File: src/rtl/serial_lane_cfg_pkg.sv
package serial_lane_cfg_pkg;

	localparam int NUM_LANES = 8;
	localparam int LANE_DATA_W = 16;
	localparam int REG_ADDR_W = 12;
	localparam int REG_DATA_W = 8;
	localparam int FIELD_W = 2;
	localparam int LANES_PER_REG = 4;

	// Register offsets
	localparam logic [11:0] OFS_TARGET_INDEX = 12'h210;
	localparam logic [11:0] OFS_LANE_COMMIT = 12'h212;
	localparam logic [11:0] OFS_OTHER_COMMIT = 12'h213;
	localparam logic [11:0] OFS_WRITE_VALUE = 12'h216;
	localparam logic [11:0] OFS_POLARITY = 12'h234;
	localparam logic [11:0] OFS_BOOST_LOW = 12'h240;
	localparam logic [11:0] OFS_BOOST_HIGH = 12'h241;
	localparam logic [11:0] OFS_GAIN_LOW = 12'h242;

	// Reset values
	localparam logic [7:0] RST_TARGET_INDEX = 8'h00;
	localparam logic [7:0] RST_LANE_COMMIT = 8'h00;
	localparam logic [7:0] RST_OTHER_COMMIT = 8'h00;
	localparam logic [7:0] RST_WRITE_VALUE = 8'h00;
	localparam logic [7:0] RST_POLARITY = 8'h66;
	localparam logic [1:0] RST_FIELD = 2'h3;
	localparam logic [7:0] RST_BOOST = 8'hFF;
	localparam logic [7:0] RST_GAIN = 8'hF0;

	// Field layout
	localparam int OTHER_COMMIT_BIT = 0;
	localparam logic [7:0] OTHER_COMMIT_MASK = 8'h01;
	localparam logic [7:0] GAIN_IMPL_MASK = 8'hF0;
	localparam int GAIN_LANE2_LSB = 4;
	localparam int GAIN_LANE3_LSB = 6;
	localparam logic [7:0] READ_ZERO = 8'h00;

	// Field codes for software
	localparam logic [1:0] BOOST_LOW_LOSS = 2'h2;
	localparam logic [1:0] BOOST_HIGH_LOSS = 2'h3;
	localparam logic [1:0] GAIN_LOW_LOSS = 2'h1;
	localparam logic [1:0] GAIN_HIGH_LOSS = 2'h3;

	typedef logic [LANE_DATA_W-1:0] lane_word_t;
	typedef logic [NUM_LANES-1:0][LANE_DATA_W-1:0] lane_bus_t;
	typedef logic [NUM_LANES-1:0][FIELD_W-1:0] lane_field_t;

	typedef struct packed {
		logic [7:0] target_index;
		logic [7:0] value;
		logic [7:0] lane_mask;
		logic other;
	} cfg_cmd_s;

	typedef struct packed {
		logic wr;
		logic rd;
		logic [REG_ADDR_W-1:0] addr;
		logic [REG_DATA_W-1:0] wdata;
	} reg_req_s;

	typedef enum logic [1:0] {
		ST_IDLE = 2'b00,
		ST_ISSUE = 2'b01
	} commit_state_e;

endpackage

File: src/rtl/lane_polarity_invert.sv
`timescale 1ns/10ps
`default_nettype none
module lane_polarity_invert
	import serial_lane_cfg_pkg::*;
(
	input wire logic i_clk_sys,
	input wire logic i_rstn,
	input wire logic [NUM_LANES-1:0] i_invert,
	input wire logic [NUM_LANES-1:0] i_valid,
	input wire lane_bus_t i_lane_data,
	output logic [NUM_LANES-1:0] o_valid,
	output lane_bus_t o_lane_data
);

	lane_bus_t next_lane_data;

	genvar g;
	generate
		for (g = 0; g < NUM_LANES; g++) begin : g_lane
			// Whole word flips; a 0 bit passes data unchanged
			assign next_lane_data[g] = i_invert[g] ?
				~i_lane_data[g] : i_lane_data[g];
		end
	endgenerate

	// One flop process for the whole bus keeps a single writer per variable
	always_ff @(posedge i_clk_sys) begin
		if (!i_rstn) begin
			o_lane_data <= '0;
			o_valid <= '0;
		end else begin
			o_lane_data <= next_lane_data;
			o_valid <= i_valid;
		end
	end

endmodule
`default_nettype wire

File: src/rtl/serial_lane_phy_config_regs.sv
// Overview of operation
// - Lane strobe write, or other strobe write with bit 0 set, commits staged config while no command is pending
// - Eight-bit staged value register, resets to zero
// - Eight-bit target index register, resets to zero
// - Polarity bit set inverts that lane's data
// - Polarity register resets to 0x66
// - Lanes 0-3 boost in two-bit fields
// - Lanes 4-7 boost in second register
// - Boost fields reset to 3, software picks code
// - Gain lanes 3 and 2 in top fields
`timescale 1ns/10ps
`default_nettype none
module serial_lane_phy_config_regs
	import serial_lane_cfg_pkg::*;
(
	input wire logic i_clk_sys,
	input wire logic i_rstn,
	input wire logic i_reg_wr,
	input wire logic i_reg_rd,
	input wire logic [REG_ADDR_W-1:0] i_reg_addr,
	input wire logic [REG_DATA_W-1:0] i_reg_wdata,
	output logic [REG_DATA_W-1:0] o_reg_rdata,
	output logic o_reg_rvalid,
	output cfg_cmd_s o_cfg_cmd,
	output logic o_cfg_valid,
	input wire logic i_cfg_ready,
	output logic o_cfg_busy,
	output lane_field_t o_lane_boost,
	output logic [FIELD_W-1:0] o_lane2_gain,
	output logic [FIELD_W-1:0] o_lane3_gain,
	output logic [NUM_LANES-1:0] o_lane_invert_select,
	input wire logic [NUM_LANES-1:0] i_lane_valid,
	input wire lane_bus_t i_lane_data,
	output logic [NUM_LANES-1:0] o_lane_valid,
	output lane_bus_t o_lane_data
);

	reg_req_s req;
	logic [7:0] indirect_target_index;
	logic [7:0] lane_commit_strobe;
	logic other_commit_strobe;
	logic [7:0] staged_config_value;
	logic [7:0] lane_invert_select;
	logic [7:0] boost_low;
	logic [7:0] boost_high;
	logic [7:0] gain_low;
	commit_state_e state;
	commit_state_e next_state;
	cfg_cmd_s next_cmd;

	assign req.wr = i_reg_wr;
	assign req.rd = i_reg_rd;
	assign req.addr = i_reg_addr;
	assign req.wdata = i_reg_wdata;

	// Address decode
	wire hit_index = req.addr == OFS_TARGET_INDEX;
	wire hit_lane_commit = req.addr == OFS_LANE_COMMIT;
	wire hit_other_commit = req.addr == OFS_OTHER_COMMIT;
	wire hit_value = req.addr == OFS_WRITE_VALUE;
	wire hit_polarity = req.addr == OFS_POLARITY;
	wire hit_boost_low = req.addr == OFS_BOOST_LOW;
	wire hit_boost_high = req.addr == OFS_BOOST_HIGH;
	wire hit_gain_low = req.addr == OFS_GAIN_LOW;

	wire wr_index = req.wr && hit_index;
	wire wr_lane_commit = req.wr && hit_lane_commit;
	wire wr_other_commit = req.wr && hit_other_commit;
	wire wr_value = req.wr && hit_value;
	wire wr_polarity = req.wr && hit_polarity;
	wire wr_boost_low = req.wr && hit_boost_low;
	wire wr_boost_high = req.wr && hit_boost_high;
	wire wr_gain_low = req.wr && hit_gain_low;

	// Any write of the lane strobe commits; the other strobe needs bit 0
	wire other_go = wr_other_commit && req.wdata[OTHER_COMMIT_BIT];
	wire commit_req = wr_lane_commit || other_go;
	// A strobe while a command is still pending is dropped, not queued
	wire commit_take = commit_req && (state == ST_IDLE);

	// Commit uses the staged values as they stand in this cycle
	assign next_cmd.target_index = indirect_target_index;
	assign next_cmd.value = staged_config_value;
	assign next_cmd.lane_mask = wr_lane_commit ? req.wdata : 8'h00;
	assign next_cmd.other = other_go;

	always_comb begin
		next_state = state;
		case (state)
			ST_IDLE: begin
				if (commit_take) begin
					next_state = ST_ISSUE;
				end
			end
			ST_ISSUE: begin
				if (i_cfg_ready) begin
					next_state = ST_IDLE;
				end
			end
			default: begin
				next_state = ST_IDLE;
			end
		endcase
	end

	always_ff @(posedge i_clk_sys) begin
		if (!i_rstn) begin
			state <= ST_IDLE;
		end else begin
			state <= next_state;
		end
	end

	always_ff @(posedge i_clk_sys) begin
		if (!i_rstn) begin
			o_cfg_cmd <= '0;
		end else if (commit_take) begin
			o_cfg_cmd <= next_cmd;
		end
	end

	assign o_cfg_valid = state == ST_ISSUE;
	assign o_cfg_busy = state != ST_IDLE;

	always_ff @(posedge i_clk_sys) begin
		if (!i_rstn) begin
			indirect_target_index <= RST_TARGET_INDEX;
			staged_config_value <= RST_WRITE_VALUE;
		end else begin
			if (wr_index) begin
				indirect_target_index <= req.wdata;
			end
			if (wr_value) begin
				staged_config_value <= req.wdata;
			end
		end
	end

	always_ff @(posedge i_clk_sys) begin
		if (!i_rstn) begin
			lane_commit_strobe <= RST_LANE_COMMIT;
			other_commit_strobe <= RST_OTHER_COMMIT[OTHER_COMMIT_BIT];
		end else begin
			if (wr_lane_commit) begin
				lane_commit_strobe <= req.wdata;
			end
			if (wr_other_commit) begin
				other_commit_strobe <= req.wdata[OTHER_COMMIT_BIT];
			end
		end
	end

	always_ff @(posedge i_clk_sys) begin
		if (!i_rstn) begin
			lane_invert_select <= RST_POLARITY;
		end else if (wr_polarity) begin
			lane_invert_select <= req.wdata;
		end
	end

	always_ff @(posedge i_clk_sys) begin
		if (!i_rstn) begin
			boost_low <= RST_BOOST;
			boost_high <= RST_BOOST;
			gain_low <= RST_GAIN;
		end else begin
			if (wr_boost_low) begin
				boost_low <= req.wdata;
			end
			if (wr_boost_high) begin
				boost_high <= req.wdata;
			end
			if (wr_gain_low) begin
				// Lanes 0 and 1 gain are not held here
				gain_low <= req.wdata & GAIN_IMPL_MASK;
			end
		end
	end

	// Lane n sits in bits 2m+1:2m of its register, with m = n mod 4
	genvar g;
	generate
		for (g = 0; g < LANES_PER_REG; g++) begin : g_boost
			assign o_lane_boost[g] =
				boost_low[g*FIELD_W +: FIELD_W];
			assign o_lane_boost[g+LANES_PER_REG] =
				boost_high[g*FIELD_W +: FIELD_W];
		end
	endgenerate

	assign o_lane2_gain = gain_low[GAIN_LANE2_LSB +: FIELD_W];
	assign o_lane3_gain = gain_low[GAIN_LANE3_LSB +: FIELD_W];
	assign o_lane_invert_select = lane_invert_select;

	// Read mux; unmapped addresses read zero
	wire [7:0] other_rd = {7'h00, other_commit_strobe};
	wire [7:0] rd_mux =
		hit_index ? indirect_target_index :
		hit_lane_commit ? lane_commit_strobe :
		hit_other_commit ? (other_rd & OTHER_COMMIT_MASK) :
		hit_value ? staged_config_value :
		hit_polarity ? lane_invert_select :
		hit_boost_low ? boost_low :
		hit_boost_high ? boost_high :
		hit_gain_low ? gain_low :
		READ_ZERO;

	always_ff @(posedge i_clk_sys) begin
		if (!i_rstn) begin
			o_reg_rdata <= READ_ZERO;
			o_reg_rvalid <= 1'b0;
		end else begin
			o_reg_rvalid <= req.rd;
			if (req.rd) begin
				o_reg_rdata <= rd_mux;
			end
		end
	end

	lane_polarity_invert u_invert (
		.i_clk_sys(i_clk_sys),
		.i_rstn(i_rstn),
		.i_invert(lane_invert_select),
		.i_valid(i_lane_valid),
		.i_lane_data(i_lane_data),
		.o_valid(o_lane_valid),
		.o_lane_data(o_lane_data)
	);

endmodule
`default_nettype wire

File: config.mk
export PLATFORM = sky130hd
export DESIGN_NAME = serial_lane_phy_config_regs
export DESIGN_NICKNAME = d
export VERILOG_FILES = /design/src/rtl/serial_lane_cfg_pkg.sv /design/src/rtl/lane_polarity_invert.sv /design/src/rtl/serial_lane_phy_config_regs.sv
export SDC_FILE = /design/constraint.sdc
export NUM_CORES = 1
export LEC_CHECK = 0
export BUFFER_PORTS_ARGS = -buffer_cell sky130_fd_sc_hd__buf_2
export CAP_MARGIN = 25
export CORE_UTILIZATION = 45
export DETAILED_ROUTE_END_ITERATION = 12
export PLACE_DENSITY_LB_ADDON = 0.2
export REMOVE_ABC_BUFFERS = 1
export SETUP_SLACK_MARGIN = 0.1
export SYNTH_ARGS = -nofsm -noshare
export SYNTH_HDL_FRONTEND = slang
export SYNTH_SLANG_ARGS = --single-unit
File: constraint.sdc
create_clock -name i_clk_sys -period 2.33 [get_ports i_clk_sys]
set_clock_uncertainty 0.1 [all_clocks]
set_input_delay 0.466 -clock i_clk_sys [delete_from_list [all_inputs] [get_ports i_clk_sys]]
set_output_delay 0.466 -clock i_clk_sys [all_outputs]
set_load 0.03 [all_outputs]
==> results of run 1 <==
-- metal layers --
layer  wire length, µm  global-route usage, %
met2             12000                   40.6
met5                 0                      0
met3              1390                   4.26
met1              9830                   26.8
met4               546                   6.34
-- synthesized netlist by cell type, drive strengths merged, types with 8 or more instances --
master  count
nand3      15
nor2b      42
xor2      128
clkbuf     44
buf        20
a21oi      18
a22oi       8
nand2      65
a21boi     17
and2      141
dfxtp     224
mux2i      56
nor2        9
o21ai      23
-- through the flow --
step                hold slack, ns  instances  setup WS, ns
floorplan                    0.345        804         0.196
global placement             0.338       1463         0.163
detailed placement           0.342       1463        0.0589
CTS                         0.0454       1506         0.444
global route                0.0554       1506         0.431
finish                      0.0625       1506         0.478
-- cell families after synthesis --
family / share of synthesized area (%)
AND/OR/NAND/NOR: 20.6
multiplexers: 6.29
AO/OA/AOI/OAI: 6.56
flip-flops: 50.4
buffers and inverters: 3.58
XOR/XNOR: 12.6
-- cell type report --
cell class              count  area, µm²
fillers                  1695       7560
flip-flops and latches    224       4480
multi-input cells         575       4100
repair buffers            394       2120
clock buffers              37        711
well taps                 265        332
clock inverters             6        130
inverters                   5       18.8
-- state kept, by name, indices dropped and copies added, names as in the netlist --
| register | count |
|---|---|
| gain_low | 4 |
| boost_low | 8 |
| o_reg_rvalid | 1 |
| lane_commit_strobe | 8 |
| indirect_target_index | 8 |
| o_lane_invert_select | 8 |
| u_invert.o_valid | 8 |
| state | 1 |
| o_reg_rdata | 8 |
| u_invert.o_lane_data | 128 |
| staged_config_value | 8 |
| other_commit_strobe | 1 |
| boost_high | 8 |
| o_cfg_cmd | 25 |
-- cells in the final DEF, fill, tap and decap left out, types with 7 or more instances in the layout --
cell	netlist	final
buf_2	11	359
dfxtp_1	224	224
and2_1	140	140
xor2_1	128	128
nand2_1	65	65
mux2i_1	56	56
nor2b_1	42	42
buf_4	4	30
clkbuf_16	0	25
o21ai_0	21	21
a21oi_1	18	18
a21boi_0	15	15
nand3_1	12	12
a22oi_1	8	8
clkbuf_1	43	8
nor2_1	7	7
-- worst reg2reg max path, stage by stage (launching register included) --
cell and delay (ns):
dfxtp_1 0.33, or4_1 0.51, o211ai_1 0.11, a21oi_1 0.09, a211oi_1 0.27, o21ai_0 0.12
-- where the power goes --
group	total, µW	leakage [µW]	switching (µW)	internal [µW]
Combinational	889	0.00337	554	335
Clock	4040	0.000411	1500	2530
Sequential	3990	0.00184	27.5	3960
-- worst paths after layout --
kind | depth (start not counted) | from | end | slack [ns]
worst min register to register | 2 | o_cfg_cmd[23] | o_cfg_cmd[23] | 0.35
worst max-delay path | 1 | o_lane_invert_select[4] | o_lane_invert_select[4] | 0.48
worst max register to register | 5 | boost_low[6] | o_reg_rdata[6] | 0.68
worst min-delay path | 2 | i_lane_valid[2] | u_invert.o_valid[2] | 0.06
==> results.ini, run 1 <==
[finish]
syn2layout_area_growth_pct=33.6
drive_above_1_share_pct=35.7
nets=1385
fin_util_pct=61.1
final_area_um2=11900
insertedDiodeCount=0

[cts]
cts_setup_buffers=0
clock-sinks=224
hold_buffers=0
cts-buffers-inserted=24
post_cts_resized=0
clock_path_buffers=3
worstSkewPairLatency_ns=0.51
root_buffer=clkbuf_16
htree_levels=1
clk_pin_slew_ns=0.06
cts_tree=done

[timing]
worstMarginPinSlew_ns=0.406
final_hold_viol_count=0
tns_ns=0
fin_crit_sh_pct=79.5
period_minus_slack_ns=1.85
maxSlewHeadroom_pct=73.0
rsz0062_at_grt=false
fmax_mhz=540
slew_violations=0
setup_viol=0

[placement]
hpwl_um=17500
port_buffers=360
placed_cell_area_um2=11100
gp_congestion=0.861

[yosys]
synthTopCellsByArea=dfxtp_1 50%, xor2_1 13%, and2_1 9.8%
yosys_register_bits=224
yosys.cell_types.count=52
ys.flop_type=dfxtp_1
syn_inst=868
yosysTopAreaCellShare_pct=50.4
syn_avg_cell_area_um2=10.3
synth_warnings=0
syn_area_um2=8910
synth_top_area_cell=dfxtp_1
synth-seq-area-share_pct=50.4
ys_async_sr_fraction_pct=0
synth_edf_count=0

[grt]
grt_overflow=0
grt_max_degree=106
grt_pass1_wl_um=35800
grt_pass1_vias=6560
grt_usage_pct=22.4
antenna_found_initial=0

[routing]
drt_pass1_iterations=4
drt_wl_total_um=23800
vias=7059
drtAntennaViolNets=0
drc_errors=0
drt_iter0_drc=374
via_per_inst=4.69
detail_route.wl_per_cell_um=15.8

[worst_setup_path]
max_stage_delay_ns=0.51
cp_slowest_cell=dfxtp_1
arrival_ns=1.29
required_ns=1.76
path_class=reg -> out
start_kind=flip-flop
cp_num_buf_inv=1
crit_fanout=5
path_delay_family=flip-flops
cp_cell_sequence=buf_2
end_kind=output pin

[power_and_ir_drop]
p_total_uw=8910
power.density_nw_per_um2=749
p_leak_uw=0.00563
vdd_drop_max_uv=532

[floorplanning]
die_y_um=143
row_count=51
core_um2=19500
die_area_um2=20400
num_io_pins=361
die_w_um=143
initial_core_util_pct=45.8

[run]
maxCapViolations=0

[worst_hold_path]
hold_class=in -> reg

[outcome]
status=complete, no violations

(Power assumes the default switching activity.)
==> run 2: changes to the inputs <==
- clock period: 2.33 -> 1.9 ns (I/O delays scaled with it)
==> results.ini, run 2 (synthesized netlist as in run 1, its figures left out) <==
[cts]
root_buffer=clkbuf_16
clock_path_buffers=3
clk_pin_slew_ns=0.06
clock-sinks=224
cts_tree=done
cts_setup_buffers=0
htree_levels=1
cts-buffers-inserted=24
worstSkewPairLatency_ns=0.52

[floorplanning]
die_area_um2=20400
die_w_um=143
initial_core_util_pct=45.8
die_y_um=143
row_count=51
num_io_pins=361
core_um2=19500

[routing]
drt_wl_total_um=24200
drc_errors=0
vias=7361
drt_iter0_drc=325
via_per_inst=4.74
detail_route.wl_per_cell_um=15.6
drt_pass1_iterations=5
drtAntennaViolNets=0

[timing]
fmax_mhz=577
slew_violations=0
fin_crit_sh_pct=91.2
rsz0062_at_grt=false
setup_viol=0
fin_ws_ns=0.167
final_hold_viol_count=0
worstMarginPinSlew_ns=0.380
tns_ns=0
maxSlewHeadroom_pct=74.6
period_minus_slack_ns=1.73

[worst_setup_path]
cp_num_buf_inv=1
end_kind=output pin
rr_worst_depth=6
arrival_ns=1.25
required_ns=1.42
cp_cell_sequence=buf_2
path_delay_family=flip-flops
path_class=reg -> out
max_stage_delay_ns=0.46
cp.depth=1
cp_slowest_cell=dfxtp_2
crit_fanout=8
start_kind=flip-flop

[finish]
fin_util_pct=63.0
final_common_cell=buf_2
largest_register_ffs=128
layout_common_cells=359 x buf_2, 219 x dfxtp_1, 140 x and2_1
largest-register=u_invert.o_lane_data
multiInputGateArea_um2=4100
regArea_um2=4490
drive_above_1_share_pct=38.0
nFillCells=1649
nets=1430
syn2layout_area_growth_pct=37.6
stdcell_count=1553
reg_top3=u_invert.o_lane_data (128), o_cfg_cmd (25)

[worst_hold_path]
holdPathStages=2
hold_class=in -> reg

[placement]
port_buffers=360
dp.cells=1500
dp_slack_ns=-0.157
gp_congestion=0.872
hpwl_um=18000

[power_and_ir_drop]
power.density_nw_per_um2=866
p_total_uw=10600
p_leak_uw=0.00584
vdd_drop_max_uv=513

[outcome]
status=complete, no violations

[grt]
grt_max_degree=76
grt_usage_pct=23.3
grt_pass1_vias=7047
grt_pass1_wl_um=37200
grt_overflow=0
antenna_found_initial=1

[run]
maxCapViolations=0

[run 2: cell count changes in the layout (fill, tap and decap cells not counted), sizes merged]
| cell | previous run | this run |
|---|---|---|
| buf | 394 | 431 |
| bufinv | 4 | 1 |
| clkbuf | 37 | 34 |
| clkinv | 2 | 8 |
| clkinvlp | 0 | 1 |
| diode | 0 | 1 |
| dlygate4sd3 | 0 | 8 |
[run 2: area by class of cell]
cell class / instances / share of cell area, %
diodes: 1 / 0.0204
clock buffers: 34 / 5.71
flip-flops and latches: 224 / 36.6
inverters: 5 / 0.153
repair buffers: 439 / 20.6
well taps: 265 / 2.71
multi-input cells: 575 / 33.5
clock inverters: 10 / 0.664
[run 2: power breakdown]
part	internal, µW	switching [µW]
sequential	4860	36.5
combinational	453	691
clock	2700	1880
total	8010	2610
[run 2: metrics by stage]
stage               cell area (µm²)  hold slack (ns)
floorplan                      8610            0.342
global route                  12300           0.0540
global placement              11400            0.339
CTS                           12300           0.0493
finish                        12300           0.0547
detailed placement            11400            0.347
[run 2: per-layer routing]
layer	up-vias	track usage, %	wire, µm
met3	47	3.89	1520
met4	0	7.47	652
met5	-	0	0
li1	3626	-	-
met1	3438	28.1	9750
met2	250	41.9	12300
[run 2: repair_timing]
item,CTS,global route
gates resized for setup,4,1
pin swaps,0,0
endpoints found under the setup margin,4,1
hold endpoints to repair,8,0
hold buffers,8,0
[run 2: final timing paths]
check	slack, ns	end	from
worst max-delay path	0.17	o_lane_invert_select[5]	o_lane_invert_select[5]
worst min-delay path	0.05	boost_low[2]	i_rstn
worst max register to register	0.28	o_cfg_cmd[24]	state[0]
worst min register to register	0.35	o_cfg_cmd[23]	o_cfg_cmd[23]
